### src/acs_pkg.sv
// Shared constants and types for the conversion sequencer
package acs_pkg;

  localparam int          RESULT_W       = 24;
  localparam int          CMD_W          = 3;
  localparam int          MUX_W          = 3;
  localparam int          RATE_W         = 2;

  // Oscillator rate in kHz and main clock rate in kHz
  localparam int          OSC_KHZ        = 1024;
  localparam int          MCLK_KHZ       = 50000;
  localparam int          MOD_DIV        = 4;

  // Conversion periods in oscillator clocks, per rate code 0..3
  localparam int          CONT_T0        = 51192;
  localparam int          CONT_T1        = 11532;
  localparam int          CONT_T2        = 3116;
  localparam int          CONT_T3        = 1036;
  localparam int          SS_T0          = 51213;
  localparam int          SS_T1          = 11557;
  localparam int          SS_T2          = 3141;
  localparam int          SS_T3          = 1061;
  // First continuous start delay, in half oscillator clocks (28.5 clocks)
  localparam int          START_HALF     = 57;

  // Reference settle time in ns and its cycle count (least time, rounded up)
  localparam int          REF_SETTLE_NS  = 25000;
  localparam int          MCLK_NS        = 20;
  localparam int          REF_SETTLE_CYC = (REF_SETTLE_NS + MCLK_NS - 1)
                                           / MCLK_NS;

  // Input selection codes
  localparam logic [2:0]  MUX_SE_LO      = 3'h3;
  localparam logic [2:0]  MUX_SE_HI      = 3'h6;
  localparam logic [2:0]  MUX_SHORT      = 3'h7;

  // Configuration reset values
  localparam logic [2:0]  MUX_RST        = 3'h0;
  localparam logic        GAIN_RST       = 1'b0;
  localparam logic [1:0]  RATE_RST       = 2'h0;
  localparam logic        MODE_RST       = 1'b0;
  localparam logic        VREF_RST       = 1'b0;

  typedef enum logic [2:0] {
    CMD_NONE     = 3'h0,
    CMD_RESET    = 3'h1,
    CMD_LAUNCH   = 3'h2,
    CMD_SLEEP    = 3'h3,
    CMD_READ     = 3'h4,
    CMD_RD_CFG   = 3'h5,
    CMD_WR_CFG   = 3'h6
  } acs_cmd_type;

  // Reset command byte codes (general call reset needs no code)
  localparam logic [7:0]  RST_CODE_A     = 8'h06;
  localparam logic [7:0]  RST_CODE_B     = 8'h07;

  typedef struct packed {
    logic [2:0] input_select;
    logic       gain4;
    logic [1:0] rate;
    logic       conversion_mode_bit;
    logic       vref_ext;
  } acs_cfg_type;

  localparam acs_cfg_type CFG_RST = '{MUX_RST, GAIN_RST, RATE_RST,
                                      MODE_RST, VREF_RST};

endpackage

### src/acs_tick_if.sv
// Oscillator and modulator tick bundle between sequencer modules
`timescale 1ns/1ps
interface acs_tick_if;
  logic osc_tick;
  logic half_tick;
  logic mod_tick;
  modport src (output osc_tick, output half_tick, output mod_tick);
  modport dst (input  osc_tick, input  half_tick, input  mod_tick);
endinterface

### src/acs_osc_gen.sv
// Fractional divider that makes oscillator ticks from the main clock
`timescale 1ns/1ps
module acs_osc_gen
  import acs_pkg::*;
(
  input  wire logic mclk_i,
  input  wire logic rst_n_i,
  input  wire logic run_i,
  acs_tick_if.src   tick
);
  import acs_pkg::*;

  // Phase accumulator at twice the oscillator rate so half clocks exist
  localparam logic [16:0] STEP = 17'(2 * OSC_KHZ);
  localparam logic [16:0] WRAP = 17'(MCLK_KHZ);

  logic [16:0] acc_q, acc_d;
  logic        half_q, half_d;
  logic [1:0]  mod_q, mod_d;
  logic        hit;

  always_comb begin
    hit    = (acc_q + STEP) >= WRAP;
    acc_d  = run_i ? (hit ? acc_q + STEP - WRAP : acc_q + STEP) : '0;
    half_d = (run_i && hit) ? ~half_q : (run_i ? half_q : 1'b0);
    mod_d  = mod_q;
    if (!run_i) begin
      mod_d = '0;
    end else if (hit && half_q) begin
      mod_d = 2'(mod_q + 2'h1);
    end
  end

  always_ff @(posedge mclk_i or negedge rst_n_i) begin
    if (!rst_n_i) begin
      acc_q  <= '0;
      half_q <= 1'b0;
      mod_q  <= '0;
    end else begin
      acc_q  <= acc_d;
      half_q <= half_d;
      mod_q  <= mod_d;
    end
  end

  // Modulator runs at a quarter of the oscillator
  assign tick.half_tick = run_i && hit;
  assign tick.osc_tick  = run_i && hit && half_q;
  assign tick.mod_tick  = run_i && hit && half_q && (mod_q == 2'h3);

  a_mod_quarter: assert property (@(posedge mclk_i) disable iff (!rst_n_i)
    tick.mod_tick |-> tick.osc_tick)
    else $error("modulator tick without oscillator tick");
endmodule

### src/acs_result_buf.sv
// Output result buffer with ready flag
`timescale 1ns/1ps
module acs_result_buf
  import acs_pkg::*;
#(
  parameter int WIDTH = RESULT_W
) (
  input  wire logic             mclk_i,
  input  wire logic             rst_n_i,
  input  wire logic             clr_i,
  input  wire logic             load_i,
  input  wire logic [WIDTH-1:0] data_i,
  input  wire logic             read_i,
  input  wire logic             pend_i,
  output logic      [WIDTH-1:0] data_o,
  output logic                  ready_n_o
);
  import acs_pkg::*;

  if (WIDTH != RESULT_W) begin : g_chk
    $error("result width must match converter width");
  end

  logic [WIDTH-1:0] data_q, data_d;
  logic             rdy_n_q, rdy_n_d;

  always_comb begin
    data_d  = data_q;
    rdy_n_d = rdy_n_q;
    if (clr_i) begin
      data_d  = '0;
      rdy_n_d = 1'b1;
    end else if (load_i) begin
      // Load wins over read so a fresh result is never missed
      data_d  = data_i;
      rdy_n_d = 1'b0;
    end else if (read_i || pend_i) begin
      rdy_n_d = 1'b1;
    end
  end

  always_ff @(posedge mclk_i or negedge rst_n_i) begin
    if (!rst_n_i) begin
      data_q  <= '0;
      rdy_n_q <= 1'b1;
    end else begin
      data_q  <= data_d;
      rdy_n_q <= rdy_n_d;
    end
  end

  assign data_o    = data_q;
  assign ready_n_o = rdy_n_q;

  a_buf_stable: assert property (@(posedge mclk_i) disable iff (!rst_n_i)
    !load_i && !clr_i |=> $stable(data_o))
    else $error("result changed without a completed conversion");
  a_ready_fall: assert property (@(posedge mclk_i) disable iff (!rst_n_i)
    load_i && !clr_i |=> !ready_n_o)
    else $error("ready did not fall on new result");
endmodule

### src/acs_sequencer.sv
// Conversion sequencer: commands, modes, timing and result hand-off
`timescale 1ns/1ps
module acs_sequencer
  import acs_pkg::*;
(
  input  wire logic                        mclk_i,
  input  wire logic                        rst_n_i,
  input  wire logic                        cmd_latch_i,
  input  wire acs_pkg::acs_cmd_type        cmd_i,
  input  wire logic [7:0]                  cmd_byte_i,
  input  wire logic                        gen_call_rst_i,
  input  wire acs_pkg::acs_cfg_type        cfg_wdata_i,
  input  wire logic [acs_pkg::RESULT_W-1:0] filt_data_i,
  output acs_pkg::acs_cfg_type             cfg_o,
  output logic [acs_pkg::MUX_W-1:0]        positive_input_o,
  output logic [acs_pkg::MUX_W-1:0]        negative_input_o,
  output logic                             neg_to_gnd_o,
  output logic                             short_mid_o,
  output logic [2:0]                       gain_o,
  output logic                             vref_ext_o,
  output logic                             ref_ready_o,
  output logic                             analog_on_o,
  output logic                             mod_clk_en_o,
  output logic                             filt_clear_o,
  output logic [acs_pkg::RESULT_W-1:0]     result_o,
  output logic                             result_ready_n_o,
  output logic                             busy_o
);
  import acs_pkg::*;

  typedef enum logic [1:0] {
    ST_SLEEP = 2'b00,
    ST_DELAY = 2'b01,
    ST_CONV  = 2'b11
  } acs_state_type;

  acs_state_type state_q, state_d;
  acs_cfg_type   cfg_q, cfg_d;
  logic [16:0]   cnt_q, cnt_d;   // counts half oscillator clocks
  logic          stop_q, stop_d;
  logic          single_q, single_d;
  logic [10:0]   ref_q, ref_d;
  logic          soft_rst, is_cmd, conv_done, load, pend, rd, restart;
  logic [16:0]   period_half, ss_half;
  acs_tick_if    tick ();

  // Reset command, either code, or general call all reset at once
  assign soft_rst = cmd_latch_i && ((cmd_i == CMD_RESET &&
                    (cmd_byte_i == RST_CODE_A || cmd_byte_i == RST_CODE_B))
                    || gen_call_rst_i);
  assign is_cmd   = cmd_latch_i && !soft_rst;

  acs_osc_gen u_osc (
    .mclk_i  (mclk_i),
    .rst_n_i (rst_n_i),
    .run_i   (state_q != ST_SLEEP),
    .tick    (tick)
  );

  // Per-rate lengths doubled to count in half clocks
  always_comb begin
    case (cfg_q.rate)
      2'h0:    period_half = 17'(2 * CONT_T0);
      2'h1:    period_half = 17'(2 * CONT_T1);
      2'h2:    period_half = 17'(2 * CONT_T2);
      default: period_half = 17'(2 * CONT_T3);
    endcase
    case (cfg_q.rate)
      2'h0:    ss_half = 17'(2 * SS_T0);
      2'h1:    ss_half = 17'(2 * SS_T1);
      2'h2:    ss_half = 17'(2 * SS_T2);
      default: ss_half = 17'(2 * SS_T3);
    endcase
  end

  assign restart   = is_cmd && (cmd_i == CMD_LAUNCH ||
                     (cmd_i == CMD_WR_CFG && state_q != ST_SLEEP));
  assign conv_done = state_q == ST_CONV && tick.half_tick &&
                     cnt_q == 17'h00001;
  assign load      = conv_done && !restart;
  assign rd        = is_cmd && cmd_i == CMD_READ;
  // Ready rises again when the next result is about to land
  assign pend      = state_q == ST_CONV && tick.half_tick &&
                     cnt_q == 17'h00005;

  always_comb begin
    state_d  = state_q;
    cfg_d    = cfg_q;
    cnt_d    = cnt_q;
    stop_d   = stop_q;
    single_d = single_q;
    if (is_cmd && cmd_i == CMD_WR_CFG) begin
      cfg_d = cfg_wdata_i;
    end
    if (is_cmd && cmd_i == CMD_SLEEP) begin
      stop_d = 1'b1;
    end
    if (tick.half_tick && cnt_q != '0) begin
      cnt_d = 17'(cnt_q - 17'h1);
    end
    if (restart) begin
      // Mode bit chooses how the launch proceeds
      single_d = !cfg_d.conversion_mode_bit;
      stop_d   = 1'b0;
      if (cfg_d.conversion_mode_bit) begin
        state_d = ST_DELAY;
        cnt_d   = 17'(START_HALF);
      end else begin
        state_d = ST_CONV;
        cnt_d   = ss_half;
      end
    end else begin
      case (state_q)
        ST_SLEEP: begin
          cnt_d = '0;
        end
        ST_DELAY: begin
          if (tick.half_tick && cnt_q == 17'h00001) begin
            state_d = ST_CONV;
            cnt_d   = period_half;
          end
        end
        ST_CONV: begin
          if (conv_done) begin
            if (single_q || stop_q) begin
              state_d = ST_SLEEP;
              stop_d  = 1'b0;
            end else begin
              cnt_d = period_half;
            end
          end
        end
        default: begin
          state_d = ST_SLEEP;
        end
      endcase
    end
  end

  // Reference settle counter restarts on wake or switch to internal
  always_comb begin
    ref_d = ref_q;
    if (state_q == ST_SLEEP || cfg_q.vref_ext) begin
      ref_d = '0;
    end else if (ref_q != 11'(REF_SETTLE_CYC)) begin
      ref_d = 11'(ref_q + 11'h1);
    end
  end

  always_ff @(posedge mclk_i or negedge rst_n_i) begin
    if (!rst_n_i) begin
      state_q  <= ST_SLEEP;
      cfg_q    <= CFG_RST;
      cnt_q    <= '0;
      stop_q   <= 1'b0;
      single_q <= 1'b0;
      ref_q    <= '0;
    end else if (soft_rst) begin
      state_q  <= ST_SLEEP;
      cfg_q    <= CFG_RST;
      cnt_q    <= '0;
      stop_q   <= 1'b0;
      single_q <= 1'b0;
      ref_q    <= '0;
    end else begin
      state_q  <= state_d;
      cfg_q    <= cfg_d;
      cnt_q    <= cnt_d;
      stop_q   <= stop_d;
      single_q <= single_d;
      ref_q    <= ref_d;
    end
  end

  // Single-ended inputs clamp negative codes to zero
  logic [RESULT_W-1:0] conv_val;
  assign conv_val = (neg_to_gnd_o && filt_data_i[RESULT_W-1]) ? '0
                    : filt_data_i;

  acs_result_buf #(.WIDTH(RESULT_W)) u_buf (
    .mclk_i    (mclk_i),
    .rst_n_i   (rst_n_i),
    .clr_i     (soft_rst),
    .load_i    (load),
    .data_i    (conv_val),
    .read_i    (rd),
    .pend_i    (pend),
    .data_o    (result_o),
    .ready_n_o (result_ready_n_o)
  );

  // Input routing: 0..2 differential pairs, 3..6 single ended, 7 shorted
  always_comb begin
    positive_input_o = '0;
    negative_input_o = 3'h1;
    case (cfg_q.input_select)
      3'h0:    begin positive_input_o = 3'h0; negative_input_o = 3'h1; end
      3'h1:    begin positive_input_o = 3'h2; negative_input_o = 3'h3; end
      3'h2:    begin positive_input_o = 3'h1; negative_input_o = 3'h2; end
      3'h3:    positive_input_o = 3'h0;
      3'h4:    positive_input_o = 3'h1;
      3'h5:    positive_input_o = 3'h2;
      3'h6:    positive_input_o = 3'h3;
      default: begin positive_input_o = '0; negative_input_o = '0; end
    endcase
  end

  assign neg_to_gnd_o = cfg_q.input_select >= MUX_SE_LO &&
                        cfg_q.input_select <= MUX_SE_HI;
  // Offset is left to the host; no calibration logic here
  assign short_mid_o  = cfg_q.input_select == MUX_SHORT;
  assign gain_o       = cfg_q.gain4 ? 3'h4 : 3'h1;
  assign vref_ext_o   = cfg_q.vref_ext;
  assign ref_ready_o  = cfg_q.vref_ext || ref_q == 11'(REF_SETTLE_CYC);
  assign analog_on_o  = state_q != ST_SLEEP;
  assign mod_clk_en_o = state_q == ST_CONV && tick.mod_tick;
  assign filt_clear_o = restart || conv_done;
  assign cfg_o        = cfg_q;
  assign busy_o       = state_q != ST_SLEEP;

  a_reset_sleep: assert property (@(posedge mclk_i) disable iff (!rst_n_i)
    soft_rst |=> state_q == ST_SLEEP && cfg_q == CFG_RST)
    else $error("reset command did not return to sleep");
  a_single_end: assert property (@(posedge mclk_i) disable iff (!rst_n_i)
    conv_done && single_q && !restart && !soft_rst
    |=> state_q == ST_SLEEP)
    else $error("single-shot did not sleep after conversion");
  a_cont_reload: assert property (@(posedge mclk_i) disable iff (!rst_n_i)
    conv_done && !single_q && !stop_q && !restart && !soft_rst
    |=> state_q == ST_CONV && cnt_q == period_half)
    else $error("continuous conversion did not restart");
  a_launch_delay: assert property (@(posedge mclk_i) disable iff (!rst_n_i)
    restart && !soft_rst && cfg_d.conversion_mode_bit
    |=> state_q == ST_DELAY && cnt_q == 17'(START_HALF))
    else $error("continuous launch delay wrong");
  a_ss_latency: assert property (@(posedge mclk_i) disable iff (!rst_n_i)
    restart && !soft_rst && !cfg_d.conversion_mode_bit
    |=> state_q == ST_CONV && cnt_q == ss_half)
    else $error("single-shot latency wrong");
  a_sleep_waits: assert property (@(posedge mclk_i) disable iff (!rst_n_i)
    state_q == ST_CONV && !conv_done && !restart && !soft_rst
    |=> state_q == ST_CONV)
    else $error("conversion abandoned without reset");
  a_se_ground: assert property (@(posedge mclk_i) disable iff (!rst_n_i)
    cfg_q.input_select == 3'h5 |-> neg_to_gnd_o && !short_mid_o)
    else $error("single-ended code did not ground negative input");
  a_se_positive: assert property (@(posedge mclk_i) disable iff (!rst_n_i)
    load && neg_to_gnd_o && !soft_rst |=> !result_o[RESULT_W-1])
    else $error("single-ended result negative");

  c_single: cover property (@(posedge mclk_i) disable iff (!rst_n_i)
    conv_done && single_q);
  c_cont: cover property (@(posedge mclk_i) disable iff (!rst_n_i)
    conv_done && !single_q && !stop_q);
  c_sleep: cover property (@(posedge mclk_i) disable iff (!rst_n_i)
    conv_done && stop_q);
  c_restart: cover property (@(posedge mclk_i) disable iff (!rst_n_i)
    restart && state_q == ST_CONV);
  c_delay: cover property (@(posedge mclk_i) disable iff (!rst_n_i)
    state_q == ST_DELAY && tick.half_tick && cnt_q == 17'h00001);

  // Output-side guards: these watch the front end controls, the filter clear, the ready flag and the sleep state,
  // so a slip in the decode shows up here before it reaches a result
  a_ref_sleep: assert property (@(posedge mclk_i) disable iff (!rst_n_i)
    state_q == ST_SLEEP |=> !ref_ready_o || cfg_q.vref_ext)
    else $error("internal reference ready straight after sleep");
  a_read_clears: assert property (@(posedge mclk_i) disable iff (!rst_n_i)
    rd && !load && !soft_rst |=> result_ready_n_o)
    else $error("ready stayed low after a read");
  a_gain_map: assert property (@(posedge mclk_i) disable iff (!rst_n_i)
    1'b1 |-> (gain_o == 3'h4) == cfg_q.gain4)
    else $error("gain does not follow the gain bit");
  a_short_mid: assert property (@(posedge mclk_i) disable iff (!rst_n_i)
    cfg_q.input_select == MUX_SHORT |-> short_mid_o && !neg_to_gnd_o)
    else $error("shorted setting not applied");
  a_mod_gate: assert property (@(posedge mclk_i) disable iff (!rst_n_i)
    mod_clk_en_o |-> state_q == ST_CONV)
    else $error("modulator clocked outside a conversion");
  a_filt_clear: assert property (@(posedge mclk_i) disable iff (!rst_n_i)
    restart |-> filt_clear_o)
    else $error("filter not cleared on restart");
  // A write while asleep must only store, never wake the converter
  a_sleep_store: assert property (@(posedge mclk_i) disable iff (!rst_n_i)
    is_cmd && cmd_i == CMD_WR_CFG && state_q == ST_SLEEP
    |=> state_q == ST_SLEEP)
    else $error("configuration write woke the converter");
endmodule

### config.mk
export PLATFORM = sky130hd
export DESIGN_NAME = acs_sequencer
export DESIGN_NICKNAME = d
export VERILOG_FILES = /design/src/acs_pkg.sv /design/src/acs_tick_if.sv /design/src/acs_osc_gen.sv /design/src/acs_result_buf.sv /design/src/acs_sequencer.sv
export SDC_FILE = /design/constraint.sdc
export NUM_CORES = 1
export LEC_CHECK = 0
export BUFFER_PORTS_ARGS = -buffer_cell sky130_fd_sc_hd__buf_2
export CAP_MARGIN = 5
export CORE_MARGIN = 3
export CORE_UTILIZATION = 55
export CTS_CLUSTER_SIZE = 12
export DETAILED_ROUTE_END_ITERATION = 8
export PLACE_DENSITY_LB_ADDON = 0.25
export SLEW_MARGIN = 5
export SYNTH_ARGS = -nofsm -noshare
export SYNTH_HDL_FRONTEND = slang
export SYNTH_SLANG_ARGS = --single-unit
### constraint.sdc
create_clock -name mclk_i -period 3.6 [get_ports mclk_i]
set_input_delay 0.9 -clock mclk_i [delete_from_list [all_inputs] [get_ports mclk_i]]
set_output_delay 0.9 -clock mclk_i [all_outputs]
set_load 0.01 [all_outputs]
==> results of run 1 <==
cells in the final DEF, fill, tap and decap left out, drive strengths merged, types with 7 or more instances in the layout:
| master | synthesis | routed |
|---|---|---|
| nor3 | 15 | 15 |
| nand3 | 46 | 46 |
| nor4 | 11 | 11 |
| and2 | 9 | 9 |
| a21oi | 13 | 13 |
| xnor2 | 16 | 16 |
| nand2 | 56 | 56 |
| xor2 | 17 | 17 |
| nor2 | 65 | 65 |
| dfrtp | 80 | 80 |
| a211oi | 7 | 7 |
| and3 | 10 | 10 |
| ha | 15 | 15 |
| buf | 16 | 105 |
| a31oi | 7 | 7 |
| nand3b | 27 | 27 |
| clkbuf | 23 | 10 |
| o31ai | 7 | 7 |
| o21ai | 26 | 26 |
| nand4 | 12 | 12 |
| inv | 15 | 19 |
| nand2b | 7 | 7 |
| or4 | 9 | 9 |
logic make-up (layout without fill, tap and decap cells):
logic type	count (synthesis)	in the layout	synth area share, %
DFF	81	81	40.4
and+or+nand+nor	293	293	31.5
buffers and inverters	55	137	4.73
adders and majority gates	15	15	3.74
other	1	3	0.0747
xor gates and xnor gates	33	33	5.75
muxes	3	3	0.598
AOI/OAI and AO/OA	98	98	13.2
worst min path at each step:
stage,slack (ps),endpoint,from,cells past startpoint
2_1_floorplan,480,single_q,single_q,2
3_3_place_gp,480,u_buf.data_o[1],u_buf.data_o[1],2
3_5_place_dp,480,u_buf.data_o[7],u_buf.data_o[7],2
4_1_cts,510,u_buf.data_o[7],u_buf.data_o[7],2
5_1_grt,530,u_buf.data_o[22],u_buf.data_o[22],2
6_report,500,u_buf.data_o[7],u_buf.data_o[7],2
metal layers:
layer | GRT usage [%] | vias to the layer above | share of wire, %
met1 | 35.3 | 2206 | 42
met5 | 0 | - | 0
li1 | - | 2219 | -
met3 | 6.68 | 22 | 9.2
met2 | 42.2 | 214 | 48
met4 | 7.06 | 0 | 1.4
layout make-up:
type,instances,area [sq um]
inverters,16,60.1
well taps,108,135
clock buffers,10,138
flip-flops and latches,81,2030
repair buffers,105,561
multi-input cells,445,2790
fillers,739,3000
clock inverters,6,95.1
metrics by stage:
step	hold slack (ps)	setup WS, ps	util [%]	instances
floorplan	484	267	-	581
global placement	476	343	63.2	755
detailed placement	482	287	63.2	755
CTS	506	18.2	65.9	771
global route	534	30.5	65.9	771
finish	504	162	65.9	771
worst min-delay path, cell delays in order, from the launching register on:
cell and delay, ps:
dfrtp_1 350, nand3b_1 70, nand2_1 50
power by group through the flow:
stage,Combinational (mW),Clock (mW),Sequential (mW)
after global placement,0.197,0,0.953
after CTS,0.203,0.804,0.936
after floorplan,0.117,0,0.951
final,0.204,0.778,0.937
after global routing,0.225,0.835,0.939
after detailed placement,0.202,0,0.954
cell usage after synthesis (all sizes together), types with 16 or more instances:
master	instances
dfrtp	80
nand2	56
xor2	17
nand3	46
buf	16
xnor2	16
nand3b	27
clkbuf	23
o21ai	26
nor2	65
sequential cells by signal, indices dropped and copies added, names as in the netlist:
name,count
ref_q,11
state_q,2
u_buf.ready_n_o,1
u_buf.data_o,24
stop_q,1
cfg_o,7
vref_ext_o,1
u_osc.half_q,1
single_q,1
u_osc.acc_q,13
u_osc.mod_q,2
cnt_q,17
repair_timing:
item	4_1_cts	5_1_grt
endpoints found under the setup margin	1	2
pin swaps	0	1
buffers inserted	0	0
gates resized for setup	2	1
==> summary.txt, run 1 <==
R2R Path Start: u_osc.acc_q[11]
Reg2Reg Depth: 8
Initial antenna violation count: 0
Post-synth cell types: 63
Nets: 720
Diodes inserted: 0
Post-synth top area share: 39.9%
TNS Setup: 0 ps
Final Wtd Congestion: 0.947
Vias post-DR: 4661
CP Max Fanout: 9
Post-synth EDFFs: 0
CP Data Required Time: 2700 ps
Flop pwr share: 48.8%
GRT Resource Usage Total: 26.2%
CP endpoint kind: primary output
Crit path capture: filt_clear_o
Max-slew headroom: 32.6%
RSZ-0062 raised after global routing: false
Fraction of layout cells with a size suffix above 1: 19.9%
Worst-path clk slew: 90 ps
Clk pwr share: 40.5%
Drt wl/cell: 16.8 um
Clk sink count: 81
H-tree levels: 3
Chip height: 102 um
Final Hold Violating Endpoints: 0
Worst Path Arrival: 2540 ps
Cell Rows: 34
Vias/cell: 6.05
Startpoint Class: register
Sw power: 0.507 mW
#FFs+latches synth: 81
Max-cap violations: 0
Post-layout instance area: 5800 sq um
Critical path class: reg2out
I/O Buffers: 92
DR iter-0 viols: 382
Total Power: 1.92 mW
Initial Util: 57.0%
Ports: 97
Slew @ Worst Pin: 1010 ps
Crit-path slowest cell: dfrtp_2
Largest net degree at the start of global routing: 82
Max Freq: 0.291 GHz
Vias in the first global route: 4463
Die W: 102 um
CTS tree: yes
First-pass GRT wire length: 21600 um
Bufs and invs on worst path: 1
Placed inst area: 5570 sq um
Setup slack, reg-to-reg: 610 ps
Count of yosys warnings during synthesis: 0
DRC Markers: 0
Leading area contributor after synthesis: dfrtp_1
Synth Flop Type: dfrtp_1
Ranking of synthesized cells by area: dfrtp_1 40%, nor2_1 4.9%, nand3_1 4.6%
Launch point of the worst path: u_osc.acc_q[11]
Antenna viol nets, final: 0
Skew final: 10.7 ps
Die area: 10300 sq um
DR pass1 iterations: 5
Final worst-path cycle share: 95.5%
Logic pwr share: 10.6%
CTS root buf: clkbuf_8
Stages on worst setup path: 7
R2r endpoint: cnt_q[9]
Crit-path max cell delay: 470 ps
Synth async-reset ratio: 100%
Cell Area, Synth: 5020 sq um
Switching part of the total: 26.4%
Outcome: complete, no violations
Cells after Synth: 579
Clock Latency Late Sink: 350 ps
Setup Viol. Count Final: 0
Post-DP HPWL: 9140 um
Total CTS buffers: 9
PD cells: 331 nW/um^2
Internal: 1.41 mW
Maximum root-to-sink buffer count: 2
Final min period: 3440 ps
Core area: 8810 sq um
Slew Limit Fails: 0
Hold_buf cts: 0
Routed WL: 12900 um
Sequential area share after synthesis: 40.4%
Leakage: 2.72 nW
Area growth syn-to-layout: 15.5%
Overflow left after global routing: 0
CP Cell Sequence: ha_1, or3b_4, nor4_4, or4_1, nand3_1, o21ai_2, buf_2
Min-delay worst type: reg2reg
Post-synthesis area per instance: 8.67 sq um
CP top delay family: simple AND/OR/NAND/NOR gates
Peak supply drop: 0.185 mV
Power figures use the tool's default switching activity.
==> run 2, diff against run 1 <==
--- a/config.mk
+++ b/config.mk
@@ -9,9 +9,11 @@
 export CAP_MARGIN = 5
 export CORE_MARGIN = 3
 export CORE_UTILIZATION = 55
+export CTS_BUF_LIST = sky130_fd_sc_hd__clkbuf_8
 export CTS_CLUSTER_SIZE = 12
 export DETAILED_ROUTE_END_ITERATION = 8
 export PLACE_DENSITY_LB_ADDON = 0.25
+export SETUP_SLACK_MARGIN = 0.4
 export SLEW_MARGIN = 5
 export SYNTH_ARGS = -nofsm -noshare
 export SYNTH_HDL_FRONTEND = slang
==> summary.txt, run 2 (same netlist as run 1, synthesis figures left out) <==
RSZ-0062 raised after global routing: true (was false)
Post-DP HPWL: 9030 um (was 9140 um)
Hold_sp: u_buf.data_o[7] (unchanged)
Outcome: complete, no violations (unchanged)
Setup ws final: 401 ps (was 162 ps)
Max Freq: 0.313 GHz (was 0.291 GHz)
Bufs and invs on worst path: 1 (unchanged)
Final Hold Violating Endpoints: 0 (unchanged)
TNS Setup: 0 ps (unchanged)
Clock Latency Late Sink: 360 ps (was 350 ps)
Die W: 102 um (unchanged)
DRT met1 WL: 5770 um (was 5400 um)
Routed WL: 13000 um (was 12900 um)
Final worst-path cycle share: 88.9% (was 95.5%)
Max-cap violations: 0 (unchanged)
Initial antenna violation count: 0 (unchanged)
Setup WS pre-CTS: 438 ps (was 287 ps)
Maximum root-to-sink buffer count: 2 (unchanged)
CTS tree: yes (unchanged)
GRT Resource Usage Total: 26.0% (was 26.2%)
CP Max Fanout: 4 (was 9)
R2R Path Start: u_osc.acc_q[11] (unchanged)
Peak supply drop: 0.203 mV (was 0.185 mV)
Slew Limit Fails: 0 (unchanged)
Final min period: 3200 ps (was 3440 ps)
DRC Markers: 0 (unchanged)
Fill cells: 735 (was 739)
Critical path class: reg2out (unchanged)
Clk sink count: 81 (unchanged)
PD cells: 324 nW/um^2 (was 331 nW/um^2)
Chip height: 102 um (unchanged)
Worst-path clk slew: 90 ps (about the same)
Hold_buf cts: 0 (unchanged)
Fin util: 67.2% (was 65.9%)
Setup slack, reg-to-reg: 760 ps (was 610 ps)
Initial Util: 57.0% (unchanged)
Vias post-DR: 4703 (was 4661)
I/O Buffers: 92 (unchanged)
Crit-path max cell delay: 460 ps (was 470 ps)
H-tree levels: 3 (unchanged)
Placed insts: 756 (was 755)
Die area: 10300 sq um (unchanged)
WHS: 509 ps (was 504 ps)
DR iter-0 viols: 339 (was 382)
Largest net degree at the start of global routing: 82 (unchanged)
R2r endpoint: cnt_q[9] (unchanged)
Multi-input logic area: 2860 sq um (was 2790 sq um)
Total CTS buffers: 9 (unchanged)
Core area: 8810 sq um (unchanged)
Max-slew headroom: 30.8% (was 32.6%)
Largest register FFs: 24 (unchanged)
CP top delay family: simple AND/OR/NAND/NOR gates (unchanged)
Slew @ Worst Pin: 1040 ps (was 1010 ps)
CP endpoint kind: primary output (unchanged)
Min-delay worst type: reg2reg (unchanged)
DR pass1 iterations: 6 (was 5)
Drt wl/cell: 16.8 um (about the same)
Worst Path Arrival: 2300 ps (was 2540 ps)
Detail Route met3 WL: 1020 um (was 1190 um)
Non-Filler Instances: 777 (was 771)
Fraction of layout cells with a size suffix above 1: 22.0% (was 19.9%)
Setup Viol. Count Final: 0 (unchanged)
Ports: 97 (unchanged)
Reg2Reg Depth: 8 (unchanged)
Skew final: 11.0 ps (was 10.7 ps)
Most common cell after layout, fill and taps aside: buf_2 (unchanged)
Register area: 2030 sq um (about the same)
CP most frequent cell: nor4_4
Cell Rows: 34 (unchanged)
First-pass GRT wire length: 21600 um (about the same)
Crit-path slowest cell: dfrtp_2 (unchanged)
CTS root buf: clkbuf_8 (unchanged)
Stages on worst setup path: 7 (unchanged)
CP Cell Sequence: ha_4, or3b_4, nor4_4, nor4_4, nor3_2, and3_1, buf_2 (was ha_1, or3b_4, nor4_4, or4_1, nand3_1, o21ai_2, buf_2)
Startpoint Class: register (unchanged)
WL met2: 6040 um (was 6150 um)
Final Wtd Congestion: 0.988 (was 0.947)
Leakage: 2.74 nW (was 2.72 nW)
CP Data Required Time: 2700 ps (about the same)
Nets: 726 (was 720)
Vias in the first global route: 4439 (was 4463)
WHS Endpoint: u_buf.data_o[7] (unchanged)
Uppermost layer routed: met4 (unchanged)
Most frequent cells in the layout: 91 x buf_2, 77 x dfrtp_1, 65 x nor2_1, 56 x nand2_1, 45 x nand3_1 (was 91 x buf_2, 79 x dfrtp_1, 65 x nor2_1, 56 x nand2_1, 46 x nand3_1)
Vias/cell: 6.05 (about the same)
Hold depth: 2 (unchanged)
Overflow left after global routing: 0 (unchanged)
Area growth syn-to-layout: 17.8% (was 15.5%)
Diodes inserted: 0 (unchanged)
Antenna viol nets, final: 0 (unchanged)
-- run 2: cell count changes in the layout (fill, tap and decap cells not counted), sizes merged --
cell / change
inv: -1
clkbuf: -1
buf: +6
clkinv: +2
-- run 2: per-stage QoR --
stage               power (mW)  area, sq um
floorplan                 1.07         5030
global placement          1.15         5570
detailed placement        1.16         5570
CTS                       1.92         5880
global route              1.99         5910
finish                    1.92         5910
-- run 2: worst max path at each step --
stage / from / endpoint / slack, ps
finish: u_osc.acc_q[11] / mod_clk_en_o / 400
global route: u_osc.acc_q[11] / mod_clk_en_o / 310
CTS: u_osc.acc_q[11] / mod_clk_en_o / 410
detailed placement: u_osc.acc_q[11] / filt_clear_o / 440
global placement: u_osc.acc_q[11] / mod_clk_en_o / 480
floorplan: u_osc.acc_q[11] / mod_clk_en_o / 400
-- run 2: tightest hold or removal path, stage by stage, from the launching register on --
cell and delay, ps:
dfrtp_1 350, nand3b_1 80, nand2_1 60
-- run 2: repair_timing --
| action | 4_1_cts | 5_1_grt |
|---|---|---|
| endpoints found under the setup margin | 2 | 2 |
| pin swaps | 7 | 2 |
| setup buffers | 4 | 1 |
| gates resized for setup | 10 | 4 |
-- run 2: layout make-up --
type                       instances  share of cell area, %
multi-input combinational        445                   48.3
sequential                        81                   34.4
timing repair buffer             111                   10.2
tap                              108                   2.28
clock buffer                       9                   2.09
clock inverter                     7                   1.69
inverter                          16                   1.02
-- run 2: report_power, final --
group / switching, mW / leakage (nW) / internal [mW]
Combinational: 0.135 / 1.51 / 0.0767
Clock: 0.368 / 0.115 / 0.398
Sequential: 0.0167 / 1.12 / 0.920
Total: 0.520 / 2.74 / 1.40
-- run 2: per-layer routing --
metal	up-vias	global-route usage, %
li1	2237	-
met1	2236	37.1
met2	202	40.1
met3	28	5.79
met4	0	7.36
met5	-	0
==> run 3, diff against run 2 <==
--- a/config.mk
+++ b/config.mk
@@ -9,10 +9,10 @@
 export CAP_MARGIN = 5
 export CORE_MARGIN = 3
 export CORE_UTILIZATION = 55
-export CTS_BUF_LIST = sky130_fd_sc_hd__clkbuf_8
 export CTS_CLUSTER_SIZE = 12
 export DETAILED_ROUTE_END_ITERATION = 8
 export PLACE_DENSITY_LB_ADDON = 0.25
+export REMOVE_ABC_BUFFERS = 1
 export SETUP_SLACK_MARGIN = 0.4
 export SLEW_MARGIN = 5
 export SYNTH_ARGS = -nofsm -noshare
==> summary.txt, run 3 (same netlist as run 1, synthesis figures left out) <==
Outcome: complete, no violations (unchanged)
Post-layout instance area: 5900 sq um (was 5910 sq um)
Final Wtd Congestion: 0.970 (was 0.988)
Fin util: 67.0% (was 67.2%)
Multi-input logic area: 2840 sq um (was 2860 sq um)
Peak supply drop: 0.160 mV (was 0.203 mV)
RSZ-0062 raised after global routing: true (unchanged)
Diodes inserted: 0 (unchanged)
CTS tree: yes (unchanged)
Clock Latency Late Sink: 370 ps (was 360 ps)
Largest register FFs: 24 (unchanged)
Worst Path Arrival: 2300 ps (about the same)
Slew Limit Fails: 0 (unchanged)
Max Freq: 0.312 GHz (was 0.313 GHz)
WL met2: 5820 um (was 6040 um)
CP Data Required Time: 2700 ps (about the same)
Setup WS pre-CTS: 463 ps (was 438 ps)
DRT met1 WL: 5750 um (was 5770 um)
Fill cells: 700 (was 735)
Vias post-DR: 4759 (was 4703)
DR pass1 iterations: 5 (was 6)
Final min period: 3200 ps (about the same)
Die area: 10300 sq um (unchanged)
Slew @ Worst Pin: 642 ps (was 1040 ps)
First-pass GRT wire length: 21400 um (was 21600 um)
Setup ws final: 396 ps (was 401 ps)
Total Power: 1.87 mW (was 1.92 mW)
CP endpoint kind: primary output (unchanged)
Min-delay worst type: reg2reg (unchanged)
PD cells: 317 nW/um^2 (was 324 nW/um^2)
Detail Route met3 WL: 1170 um (was 1020 um)
Drt wl/cell: 16.7 um (was 16.8 um)
Max-slew headroom: 56.6% (was 30.8%)
Antenna viol nets, final: 0 (unchanged)
GRT Resource Usage Total: 25.6% (was 26.0%)
Overflow left after global routing: 0 (unchanged)
Total CTS buffers: 9 (unchanged)
Placed insts: 758 (was 756)
H-tree levels: 3 (unchanged)
Most common cell after layout, fill and taps aside: buf_2 (unchanged)
Fraction of layout cells with a size suffix above 1: 22.1% (was 22.0%)
I/O Buffers: 92 (unchanged)
Most frequent cells in the layout: 91 x buf_2, 79 x dfrtp_1, 65 x nor2_1, 56 x nand2_1, 45 x nand3_1 (was 91 x buf_2, 77 x dfrtp_1, 65 x nor2_1, 56 x nand2_1, 45 x nand3_1)
Area growth syn-to-layout: 17.4% (was 17.8%)
Leakage: 2.75 nW (was 2.74 nW)
Initial Util: 57.0% (unchanged)
Uppermost layer routed: met4 (unchanged)
Core area: 8810 sq um (unchanged)
Setup Viol. Count Final: 0 (unchanged)
Chip height: 102 um (unchanged)
Final worst-path cycle share: 89.0% (was 88.9%)
CP Max Fanout: 4 (unchanged)
Worst-path clk slew: 90 ps (about the same)
Post-DP HPWL: 9030 um (about the same)
Placed inst area: 5590 sq um (was 5570 sq um)
Cell Rows: 34 (unchanged)
Vias in the first global route: 4525 (was 4439)
Routed WL: 13000 um (about the same)
Initial antenna violation count: 0 (unchanged)
Clk sink count: 81 (unchanged)
TNS Setup: 0 ps (unchanged)
DR iter-0 viols: 447 (was 339)
Nets: 728 (was 726)
WHS: 502 ps (was 509 ps)
Hold_buf cts: 0 (unchanged)
Register area: 2030 sq um (about the same)
CTS root buf: clkbuf_8 (unchanged)
Critical path class: reg2out (unchanged)
Non-Filler Instances: 779 (was 777)
Final Hold Violating Endpoints: 0 (unchanged)
Startpoint Class: register (unchanged)
Ports: 97 (unchanged)
Vias/cell: 6.11 (was 6.05)
Largest net degree at the start of global routing: 50 (was 82)
Maximum root-to-sink buffer count: 2 (unchanged)
DRC Markers: 0 (unchanged)
Skew final: 17.3 ps (was 11.0 ps)
Max-cap violations: 0 (unchanged)
Die W: 102 um (unchanged)
[run 3: worst paths after layout]
path	startpoint	to	slack (ps)	cells past startpoint
max reg2reg	u_osc.acc_q[11]	cnt_q[9]	780	8
min in group asynchronous	rst_n_i	ref_q[8]	510	1
min reg2reg	u_buf.data_o[15]	u_buf.data_o[15]	500	2
max in group asynchronous	rst_n_i	u_buf.ready_n_o	2320	2
min	u_buf.data_o[15]	u_buf.data_o[15]	500	2
max	u_osc.acc_q[11]	mod_clk_en_o	400	7
[run 3: routing by layer]
metal	GRT usage [%]	vias up
li1	-	2234
met2	39.8	266
met3	5.51	35
met4	8.08	0
met5	0	-
met1	35.9	2224
[run 3: area by class of cell]
type	count	area share (%)
multi-input cells	445	48.2
clock buffers	10	2.33
inverters	16	1.02
clock inverters	6	1.25
flip-flops and latches	81	34.4
repair buffers	113	10.5
well taps	108	2.29
[run 3: worst max-delay path: stages, from the launching register on]
cell and delay [ps]:
dfrtp_2 450, ha_4 250, or3b_4 400, nor4_4 220, nor4_4 80, nor3_2 220, and3_1 190, buf_2 130
[run 3: power by group]
group / total, mW / internal, mW / leakage (nW) / switching, mW
Sequential: 0.936 / 0.920 / 1.12 / 0.0153
Clock: 0.715 / 0.348 / 0.107 / 0.367
Combinational: 0.217 / 0.0787 / 1.52 / 0.138
[run 3: timing repair]
action                     4_1_cts  5_1_grt
setup endpoints to repair        2        2
pin swaps                        5        2
gates resized for setup          8        5
setup buffers                    4        1
